`config.mk`:
```
export PLATFORM = sky130hd
export DESIGN_NAME = tbd_time_base
export DESIGN_NICKNAME = d
export VERILOG_FILES = /design/src/rtl/tbd_pkg.sv /design/src/rtl/tbd_time_base.sv
export SDC_FILE = /design/constraint.sdc
export NUM_CORES = 1
export LEC_CHECK = 0
export ABC_AREA = 1
export BUFFER_PORTS_ARGS = -buffer_cell sky130_fd_sc_hd__buf_2
export CAP_MARGIN = 25
export CORE_AREA = 2 2 85 87
export DETAILED_ROUTE_END_ITERATION = 10
export DIE_AREA = 0 0 87 89
export GPL_TIMING_DRIVEN = 0
export PLACE_DENSITY = 0.76
export SLEW_MARGIN = 10
export SYNTH_ARGS = -nofsm -noshare
export SYNTH_HDL_FRONTEND = slang
export SYNTH_SLANG_ARGS = --single-unit
```
`constraint.sdc`:
```
create_clock -name pclk -period 2.5 [get_ports pclk]
set_input_delay 0.25 -clock pclk [delete_from_list [all_inputs] [get_ports pclk]]
set_output_delay 0.25 -clock pclk [all_outputs]
set_load 0.01 [all_outputs]
```
`src/rtl/tbd_pkg.sv`:
```
// Package with register map, field layout and tap tables of the time base.
package tbd_pkg;
  localparam int ADDR_W = 12;
  localparam int DATA_W = 32;
  localparam int PRESC_MIN_W = 23;
  localparam logic [ADDR_W-1:0] CTRL_IDX = 12'h036;
  localparam logic [ADDR_W-1:0] STAT_IDX = 12'h038;
  localparam logic [ADDR_W-1:0] MASK_IDX = 12'h039;
  localparam logic [ADDR_W-1:0] CTRL_ADDR = {CTRL_IDX[ADDR_W-3:0], 2'h0};
  localparam logic [ADDR_W-1:0] STAT_ADDR = {STAT_IDX[ADDR_W-3:0], 2'h0};
  localparam logic [ADDR_W-1:0] MASK_ADDR = {MASK_IDX[ADDR_W-3:0], 2'h0};
  localparam int TONE_EN_BIT = 7;
  localparam int TONE_SEL_LSB = 5;
  localparam int SRC_BIT = 4;
  localparam int IRQ_EN_BIT = 3;
  localparam int IRQ_SEL_LSB = 0;
  localparam int EVT_PERIODIC = 0;
  localparam logic [7:0] CTRL_RESET = 8'h00;
  localparam logic [0:0] STAT_RESET = 1'h0;
  localparam logic [0:0] MASK_RESET = 1'h0;

  typedef struct packed {
    logic tone_out_enable;
    logic [1:0] tone_rate_select;
    logic prescaler_source_select;
    logic periodic_irq_enable;
    logic [2:0] periodic_rate_select;
  } tbd_ctrl_type;

  // Prescaler bit index for the periodic tap; bit k runs at tick/2^(k+1).
  function automatic logic [4:0] tbd_irq_tap(input logic src,
                                             input logic [2:0] sel);
    logic [4:0] r;
    r = 5'h00;
    if (!src) begin
      case (sel)
        3'h0: r = 5'h16;
        3'h1: r = 5'h14;
        3'h2: r = 5'h0F;
        3'h3: r = 5'h0D;
        3'h4: r = 5'h0C;
        3'h5: r = 5'h0B;
        3'h6: r = 5'h0A;
        default: r = 5'h08;
      endcase
    end else begin
      case (sel)
        3'h0: r = 5'h0E;
        3'h1: r = 5'h0C;
        3'h2: r = 5'h07;
        3'h3: r = 5'h05;
        3'h4: r = 5'h04;
        3'h5: r = 5'h03;
        3'h6: r = 5'h02;
        default: r = 5'h00;
      endcase
    end
    return r;
  endfunction

  // Prescaler bit index for the tone tap.
  function automatic logic [4:0] tbd_tone_tap(input logic src,
                                              input logic [1:0] sel);
    return src ? (5'h04 - {3'h0, sel}) : (5'h0C - {3'h0, sel});
  endfunction
endpackage

```
`src/rtl/tbd_time_base.sv`:
```
// Time base with periodic interrupt, tone divider output and APB slave.
//
// Function
// - Control word: tone enable 7, tone rate 6:5, source 4, irq en 3, rate 2:0.
// - Control word resets to zero, both outputs disabled.
// - Fast source rate codes pick fast clock over 2^23 down to 2^9.
// - Slow source rate codes pick slow clock over 2^15 down to 2.
// - Periodic request fires on each falling edge of selected tap.
// - Prescaler is never cleared by writes; first period may be short.
// - Enabled tone pin carries a roughly half duty square wave.
// - Tone enable bit gates the pin; readable and writable.
// - Fast source tone codes give fast clock over 2^13 to 2^10.
// - Slow source or slow modes give slow clock over 2^5 to 2^2.
`timescale 1ns/1ps
`default_nettype none
module tbd_time_base
  import tbd_pkg::*;
#(
  parameter int PRESC_W = 23
) (
  input wire logic pclk,
  input wire logic presetn,
  input wire logic psel,
  input wire logic penable,
  input wire logic pwrite,
  input wire logic [ADDR_W-1:0] paddr,
  input wire logic [DATA_W-1:0] pwdata,
  input wire logic [3:0] pstrb,
  output logic pready,
  output logic [DATA_W-1:0] prdata,
  output logic pslverr,
  input wire logic high_freq_clock,
  input wire logic low_freq_clock,
  input wire logic slow_mode,
  output logic periodic_irq_request,
  output logic irq,
  output logic tone_out_pin_n
);

  if (PRESC_W < PRESC_MIN_W) begin : g_chk
    $error("Prescaler narrower than the deepest tap.");
  end

  typedef struct packed {
    tbd_ctrl_type ctrl;
    logic [0:0] status;
    logic [0:0] mask;
    logic [PRESC_W-1:0] presc;
    logic tone_run;
    logic pin_n;
    logic req;
    logic irq;
    logic ready;
    logic [DATA_W-1:0] rdata;
    logic slverr;
  } tbd_state_type;

  tbd_state_type st_ff;
  tbd_state_type nxt_st;
  logic src;
  logic tick;
  logic [PRESC_W-1:0] nxt_presc;
  logic [4:0] irq_idx;
  logic [4:0] tone_idx;
  logic irq_fall;
  logic tone_fall;
  logic nxt_tone_tap;
  logic xfer;
  logic wr;
  logic clr_hit;

  function automatic logic bit_at(input logic [PRESC_W-1:0] v,
                                  input logic [4:0] i);
    return v[i];
  endfunction

  always_comb begin
    nxt_st = st_ff;
    // Slow modes run the prescaler from the slow clock only.
    src = slow_mode | st_ff.ctrl.prescaler_source_select;
    tick = src ? low_freq_clock : high_freq_clock;
    nxt_presc = st_ff.presc + PRESC_W'(tick);
    irq_idx = tbd_irq_tap(src, st_ff.ctrl.periodic_rate_select);
    tone_idx = tbd_tone_tap(src, st_ff.ctrl.tone_rate_select);
    irq_fall = bit_at(st_ff.presc, irq_idx) & ~bit_at(nxt_presc, irq_idx);
    tone_fall = bit_at(st_ff.presc, tone_idx) & ~bit_at(nxt_presc, tone_idx);
    nxt_tone_tap = bit_at(nxt_presc, tone_idx);
    nxt_st.presc = nxt_presc;
    // APB: one wait cycle, the transfer completes when pready is seen high.
    xfer = psel & penable & st_ff.ready;
    wr = xfer & pwrite & pstrb[0];
    clr_hit = 1'b0;
    nxt_st.ready = psel & penable & ~st_ff.ready;
    nxt_st.slverr = 1'b0;
    nxt_st.rdata = st_ff.rdata;
    if (psel & penable & ~st_ff.ready) begin
      nxt_st.rdata = '0;
      if (paddr == CTRL_ADDR) begin
        nxt_st.rdata[7:0] = st_ff.ctrl;
      end else if (paddr == STAT_ADDR) begin
        nxt_st.rdata[0] = st_ff.status[0];
      end else if (paddr == MASK_ADDR) begin
        nxt_st.rdata[0] = st_ff.mask[0];
      end else begin
        nxt_st.slverr = 1'b1;
      end
    end
    if (wr) begin
      if (paddr == CTRL_ADDR) begin
        nxt_st.ctrl = pwdata[7:0];
      end else if (paddr == STAT_ADDR) begin
        clr_hit = pwdata[EVT_PERIODIC];
      end else if (paddr == MASK_ADDR) begin
        nxt_st.mask[0] = pwdata[EVT_PERIODIC];
      end
    end
    // A new tap edge wins over a same-cycle clear.
    nxt_st.req = st_ff.ctrl.periodic_irq_enable & irq_fall;
    if (nxt_st.req) begin
      nxt_st.status[0] = 1'b1;
    end else if (clr_hit) begin
      nxt_st.status[0] = 1'b0;
    end
    nxt_st.irq = nxt_st.status[0] & nxt_st.mask[0];
    // Tone waits for a tap falling edge so the first low phase is whole.
    if (!st_ff.ctrl.tone_out_enable) begin
      nxt_st.tone_run = 1'b0;
    end else if (tone_fall) begin
      nxt_st.tone_run = 1'b1;
    end
    nxt_st.pin_n = 1'b1;
    if (st_ff.ctrl.tone_out_enable & nxt_st.tone_run) begin
      nxt_st.pin_n = nxt_tone_tap;
    end
  end

  always_ff @(posedge pclk or negedge presetn) begin
    if (!presetn) begin
      st_ff <= '0;
      st_ff.ctrl <= CTRL_RESET;
      st_ff.status <= STAT_RESET;
      st_ff.mask <= MASK_RESET;
      st_ff.pin_n <= 1'b1;
    end else begin
      st_ff <= nxt_st;
    end
  end

  assign pready = st_ff.ready;
  assign prdata = st_ff.rdata;
  assign pslverr = st_ff.slverr;
  assign periodic_irq_request = st_ff.req;
  assign irq = st_ff.irq;
  assign tone_out_pin_n = st_ff.pin_n;

  property p_ctrl_write;
    @(posedge pclk) disable iff (!presetn)
    wr && paddr == CTRL_ADDR |=> st_ff.ctrl == $past(pwdata[7:0]);
  endproperty
  a_ctrl_write: assert property (p_ctrl_write)
    else $error("Control word did not take the written value.");

  property p_irq_on_fall;
    @(posedge pclk) disable iff (!presetn)
    st_ff.ctrl.periodic_irq_enable && irq_fall
      |=> periodic_irq_request && st_ff.status[0];
  endproperty
  a_irq_on_fall: assert property (p_irq_on_fall)
    else $error("Tap falling edge did not raise the periodic request.");

  property p_irq_cause;
    @(posedge pclk) disable iff (!presetn)
    $rose(st_ff.status[0]) |->
      $past(st_ff.ctrl.periodic_irq_enable) && $past(irq_fall);
  endproperty
  a_irq_cause: assert property (p_irq_cause)
    else $error("Periodic status set without an enabled tap edge.");

  property p_presc_free;
    @(posedge pclk) disable iff (!presetn)
    tick |=> st_ff.presc == PRESC_W'($past(st_ff.presc) + 1'b1);
  endproperty
  a_presc_free: assert property (p_presc_free)
    else $error("Prescaler did not advance on its tick.");

  property p_tone_idle;
    @(posedge pclk) disable iff (!presetn)
    !st_ff.ctrl.tone_out_enable ##1 !st_ff.ctrl.tone_out_enable
      |-> tone_out_pin_n;
  endproperty
  a_tone_idle: assert property (p_tone_idle)
    else $error("Tone pin not idle high while disabled.");

  property p_tone_follow;
    @(posedge pclk) disable iff (!presetn)
    st_ff.ctrl.tone_out_enable && nxt_st.tone_run
      |=> tone_out_pin_n == $past(nxt_tone_tap);
  endproperty
  a_tone_follow: assert property (p_tone_follow)
    else $error("Tone pin does not follow the selected tap.");

  property p_apb_wait;
    @(posedge pclk) disable iff (!presetn)
    psel && penable && !pready |=> pready ##1 !pready;
  endproperty
  a_apb_wait: assert property (p_apb_wait)
    else $error("APB answer not after exactly one wait cycle.");

  property p_irq_level;
    @(posedge pclk) disable iff (!presetn)
    st_ff.status[0] && st_ff.mask[0] && !clr_hit
      && !(wr && paddr == MASK_ADDR) |=> irq;
  endproperty
  a_irq_level: assert property (p_irq_level)
    else $error("Unmasked pending status did not hold the interrupt.");

  property p_req_pulse;
    @(posedge pclk) disable iff (!presetn)
    periodic_irq_request |=> !periodic_irq_request;
  endproperty
  a_req_pulse: assert property (p_req_pulse)
    else $error("Periodic request lasted more than one cycle.");

  property p_req_off;
    @(posedge pclk) disable iff (!presetn)
    !st_ff.ctrl.periodic_irq_enable |=> !periodic_irq_request;
  endproperty
  a_req_off: assert property (p_req_off)
    else $error("Periodic request raised while the time base is off.");

  property p_presc_hold;
    @(posedge pclk) disable iff (!presetn)
    !tick |=> st_ff.presc == $past(st_ff.presc);
  endproperty
  a_presc_hold: assert property (p_presc_hold)
    else $error("Prescaler moved without a tick.");

  property p_slow_ignores_fast;
    @(posedge pclk) disable iff (!presetn)
    slow_mode && !low_freq_clock |=> st_ff.presc == $past(st_ff.presc);
  endproperty
  a_slow_ignores_fast: assert property (p_slow_ignores_fast)
    else $error("Slow mode prescaler followed the fast clock.");

  property p_fast_irq_tap;
    @(posedge pclk) disable iff (!presetn)
    !src |-> irq_idx inside {[5'h08:5'h16]};
  endproperty
  a_fast_irq_tap: assert property (p_fast_irq_tap)
    else $error("Fast periodic tap outside its table.");

  property p_slow_irq_tap;
    @(posedge pclk) disable iff (!presetn)
    src |-> irq_idx <= 5'h0E;
  endproperty
  a_slow_irq_tap: assert property (p_slow_irq_tap)
    else $error("Slow periodic tap outside its table.");

  property p_fast_tone_tap;
    @(posedge pclk) disable iff (!presetn)
    !src |-> tone_idx inside {[5'h09:5'h0C]};
  endproperty
  a_fast_tone_tap: assert property (p_fast_tone_tap)
    else $error("Fast tone tap outside its table.");

  property p_slow_tone_tap;
    @(posedge pclk) disable iff (!presetn)
    src |-> tone_idx inside {[5'h01:5'h04]};
  endproperty
  a_slow_tone_tap: assert property (p_slow_tone_tap)
    else $error("Slow tone tap outside its table.");

  property p_err_data;
    @(posedge pclk) disable iff (!presetn)
    pslverr |-> pready && prdata == '0;
  endproperty
  a_err_data: assert property (p_err_data)
    else $error("Error answer without ready or with nonzero data.");

  property p_strb_ignored;
    @(posedge pclk) disable iff (!presetn)
    psel && penable && pready && pwrite && !pstrb[0]
      |=> $stable(st_ff.ctrl) && $stable(st_ff.mask);
  endproperty
  a_strb_ignored: assert property (p_strb_ignored)
    else $error("Write without byte strobe changed a register.");

  property p_mask_low;
    @(posedge pclk) disable iff (!presetn)
    !st_ff.mask[0] && !(wr && paddr == MASK_ADDR) |=> !irq;
  endproperty
  a_mask_low: assert property (p_mask_low)
    else $error("Masked status raised the interrupt.");

  property p_tone_start;
    @(posedge pclk) disable iff (!presetn)
    $rose(st_ff.ctrl.tone_out_enable) |-> tone_out_pin_n;
  endproperty
  a_tone_start: assert property (p_tone_start)
    else $error("Tone pin not high when the output was enabled.");

  property p_clear;
    @(posedge pclk) disable iff (!presetn)
    clr_hit && !nxt_st.req |=> !st_ff.status[0];
  endproperty
  a_clear: assert property (p_clear)
    else $error("Write of one did not clear the periodic status.");

  c_irq: cover property (@(posedge pclk) disable iff (!presetn)
    $rose(irq));
  c_tone: cover property (@(posedge pclk) disable iff (!presetn)
    $fell(tone_out_pin_n));
  c_clear_race: cover property (@(posedge pclk) disable iff (!presetn)
    clr_hit && nxt_st.req);
  c_tone_slow: cover property (@(posedge pclk) disable iff (!presetn)
    slow_mode && !tone_out_pin_n);

endmodule
`default_nettype wire

```
==> insert_results.sql <==
INSERT INTO impl_metrics (metric_group, metric, value, unit) VALUES
('timing', 'period_minus_slack', '2.41', 'ns'),
('floorplanning', 'die_area', '7740', 'sq um'),
('drt', 'post_drt_via_cell_ratio', '5.42', ''),
('final_layout', 'antenna_cells', '0', ''),
('power', 'total_leakage_power', '1.99', 'nW'),
('power', 'int_pwr', '1.29', 'mW'),
('timing', 'timing_worst_slew_pin_value', '0.661', 'ns'),
('logic_synthesis', 'synth_commonest_cells', 'nand2_1 (119), nand3_1 (75), dfrtp_1 (46)', ''),
('logic_synthesis', 'synthesis.area_per_instance', '7.11', 'sq um'),
('final_layout', 'post-route-util', '0.594', ''),
('logic_synthesis', 'yosys_warnings', '0', ''),
('logic_synthesis', 'synth-edff-count', '0', ''),
('logic_synthesis', 'syn_inst', '471', ''),
('clocking', 'maximum_count_of_clock_buffers_along_a_single_path', '2', ''),
('final_layout', 'final_layout_size_suffix_gt1_frac', '0.239', ''),
('drt', 'finalWirelength', '9080', 'um'),
('timing', 'rsz0062_at_grt', 'true', ''),
('timing', 'timing_hold_violations_final', '0', ''),
('floorplanning', 'standard_cell_core_area', '6720', 'sq um'),
('floorplanning', 'floorplan.io_pins', '93', ''),
('global_route', 'global_route_wire_length_before_repair', '14400', 'um'),
('drt', 'drt-wirelength-per-cell', '14.4', 'um'),
('worst_setup_path', 'critical-path-top-cell-by-count', 'nor2_1', ''),
('floorplanning', 'rows', '30', ''),
('logic_synthesis', 'cell_area_synth', '3350', 'sq um'),
('logic_synthesis', 'post-synth-top-area-cell', 'dfrtp_1', ''),
('logic_synthesis', 'post-synth-top-area-fraction', '0.344', ''),
('place', 'gp_congestion', '0.998', ''),
('place', 'dpl.cell_count', '616', ''),
('timing', 'slew_headroom', '0.556', ''),
('timing', 'timing.clock.skew', '0.0117', 'ns'),
('global_route', 'largest_net_degree_at_the_start_of_global_routing', '32', ''),
('logic_synthesis', 'ys_ff_latch', '47', ''),
('global_route', 'total_gr_overflow', '0', ''),
('floorplanning', 'initial_utilization', '0.498', ''),
('drt', 'final_antenna_violating_net_count', '0', ''),
('clocking', 'clock_sinks', '47', ''),
('worst_setup_path', 'timing.critical_path.max_delay_family', 'simple AND/OR/NAND/NOR gates', ''),
('final_layout', 'final_nets', '607', ''),
('hold_path', 'class_of_the_tightest_hold_or_removal_check', 'in2reg', ''),
('drt', 'drtIter0Drc', '271', ''),
('power', 'power.clock.fraction', '0.299', ''),
('floorplanning', 'die_h', '89', 'um'),
('worst_setup_path', 'critPathMaxFanout', '4', ''),
('power', 'net_switching_power_figure', '572', 'uW'),
('clocking', 'tritoncts', 'yes', ''),
('power', 'max_ir_drop_vdd', '0.000515', 'V'),
('timing', 'final_critical_path_setup_slack', '0.0939', 'ns'),
('power', 'netSwitchingFraction', '0.307', ''),
('logic_synthesis', 'synthDistinctLibCells', '43', ''),
('place', 'dpl.hpwl', '6850', 'um'),
('timing', 'setup_violations', '0', ''),
('final_layout', 'num-fill-cells', '636', ''),
('timing', 'finalCritPeriodShare', '0.962', ''),
('final_layout', 'finish.cell_count_without_fillers', '629', ''),
('worst_setup_path', 'cp_num_buf_inv', '1', ''),
('timing', 'maxClockFrequency', '416', 'MHz'),
('place', 'number_of_port_buffers', '41', ''),
('worst_setup_path', 'setup.worst_path.start_class', 'flop', ''),
('clocking', 'clk_pin_slew_worst_paths', '0.09', 'ns'),
('drt', 'detail_route.first_pass.iterations', '5', ''),
('clocking', 'insertion_delay', '0.31', 'ns'),
('outcome', 'run_status', 'finished clean', ''),
('run', 'cap_viol_max_count', '0', ''),
('worst_setup_path', 'critical-path-max-stage-delay', '0.42', 'ns'),
('clocking', 'cts-buffers-inserted', '5', ''),
('global_route', 'initial_antenna_violation_count', '0', ''),
('timing', 'timing_max_transition_violations_final', '0', ''),
('worst_setup_path', 'worst-endpoint-required', '2.73', 'ns'),
('final_layout', 'areaGrowthSynthToFinish', '19.1', '%'),
('worst_setup_path', 'crit_arrival', '2.64', 'ns');
power groups by stage:
stage                     clock (mW)  sequential, mW  combinational [mW]
after CTS                      0.568           0.887               0.357
after global placement             0           0.901               0.338
after detailed placement           0           0.902               0.354
final                          0.557           0.905               0.398
after floorplan                    0           0.884               0.251
after global routing           0.602           0.916               0.445
timing repair:
item | 4_1_cts | 5_1_grt
hold buffers | 1 | 0
cloned | 0 | 0
buffers inserted | 0 | 4
pin swaps | 0 | 3
resized for setup | 2 | 20
hold endpoints to repair | 16 | 0
setup endpoints to repair | 5 | 5
final cells by class:
type	count	area [sq um]	share of cell area
multi-input combinational	359	1840	0.461
sequential	47	1180	0.295
buffer	41	309	0.0775
timing repair buffer	47	269	0.0674
inverter	47	186	0.0467
tap	80	100	0.0251
clock buffer	7	76.3	0.0191
clock inverter	1	30.0	0.00753
layer usage:
metal,wire [um],vias to the layer above,global-route usage
li1,-,1650,-
met1,3980,1585,0.337
met2,4290,147,0.388
met3,573,26,0.0295
met4,232,0,0.0710
met5,0,-,0
cell families after synthesis:
| logic type | Yosys count | synth area share |
|---|---|---|
| other | 1 | 0.00112 |
| XOR/XNOR | 7 | 0.0183 |
| AO/OA/AOI/OAI | 49 | 0.0830 |
| AND/OR/NAND/NOR | 268 | 0.361 |
| flip-flops | 47 | 0.352 |
| buffers and inverters | 88 | 0.147 |
| multiplexers | 8 | 0.0269 |
| adder cells (fa/ha/maj) | 3 | 0.0112 |
registers in the layout, indices dropped and copies added (netlist names):
name	cells
irq	1
periodic_irq_request	1
prdata	8
pready	1
pslverr	1
st_ff	34
tone_out_pin_n	1
through the flow:
step | hold WS (ns) | TNS, ns | instance area (sq um)
floorplan | -0.0456 | 0 | 3430
global placement | 0.482 | -0.358 | 3740
detailed placement | 0.216 | -0.527 | 3760
CTS | 0.175 | 0 | 3880
global route | 0.161 | -0.0412 | 3990
finish | 0.178 | 0 | 3990
path summary, 6_finish.rpt:
check                                       from  slack (ns)  depth (start not counted)                  endpoint
max in group asynchronous                presetn        1.50                          3  tone_out_pin_n$_DFF_PN1_
min in group asynchronous                presetn        0.42                          2       st_ff[46]$_DFF_PN0_
min reg2reg                  st_ff[37]$_DFF_PN0_        0.49                          1  tone_out_pin_n$_DFF_PN1_
min                                    pwdata[1]        0.18                          2     st_ff[64]$_DFFE_PN0P_
max reg2reg                st_ff[67]$_DFFE_PN0P_        0.09                         16             irq$_DFF_PN0_
max                        st_ff[67]$_DFFE_PN0P_        0.09                         16             irq$_DFF_PN0_
cell usage in the layout, fill, tap and decap left out, types with 4 or more instances in the layout:
| cell | synthesis | final |
|---|---|---|
| nand2_1 | 119 | 117 |
| nand3_1 | 75 | 72 |
| dfrtp_1 | 46 | 46 |
| inv_1 | 42 | 42 |
| buf_2 | 1 | 42 |
| nor2_1 | 41 | 38 |
| buf_4 | 32 | 35 |
| o21ai_0 | 25 | 25 |
| conb_1 | 1 | 24 |
| nand4_1 | 10 | 10 |
| mux2_2 | 8 | 8 |
| a21oi_1 | 7 | 7 |
| clkbuf_1 | 5 | 5 |
| clkbuf_8 | 0 | 5 |
| nand3_2 | 1 | 4 |
| nor2_2 | 2 | 4 |
| nand2_2 | 2 | 4 |
| o211ai_1 | 4 | 4 |
| nor3_1 | 4 | 4 |
Note: power is estimated with default switching activity, not from simulation.
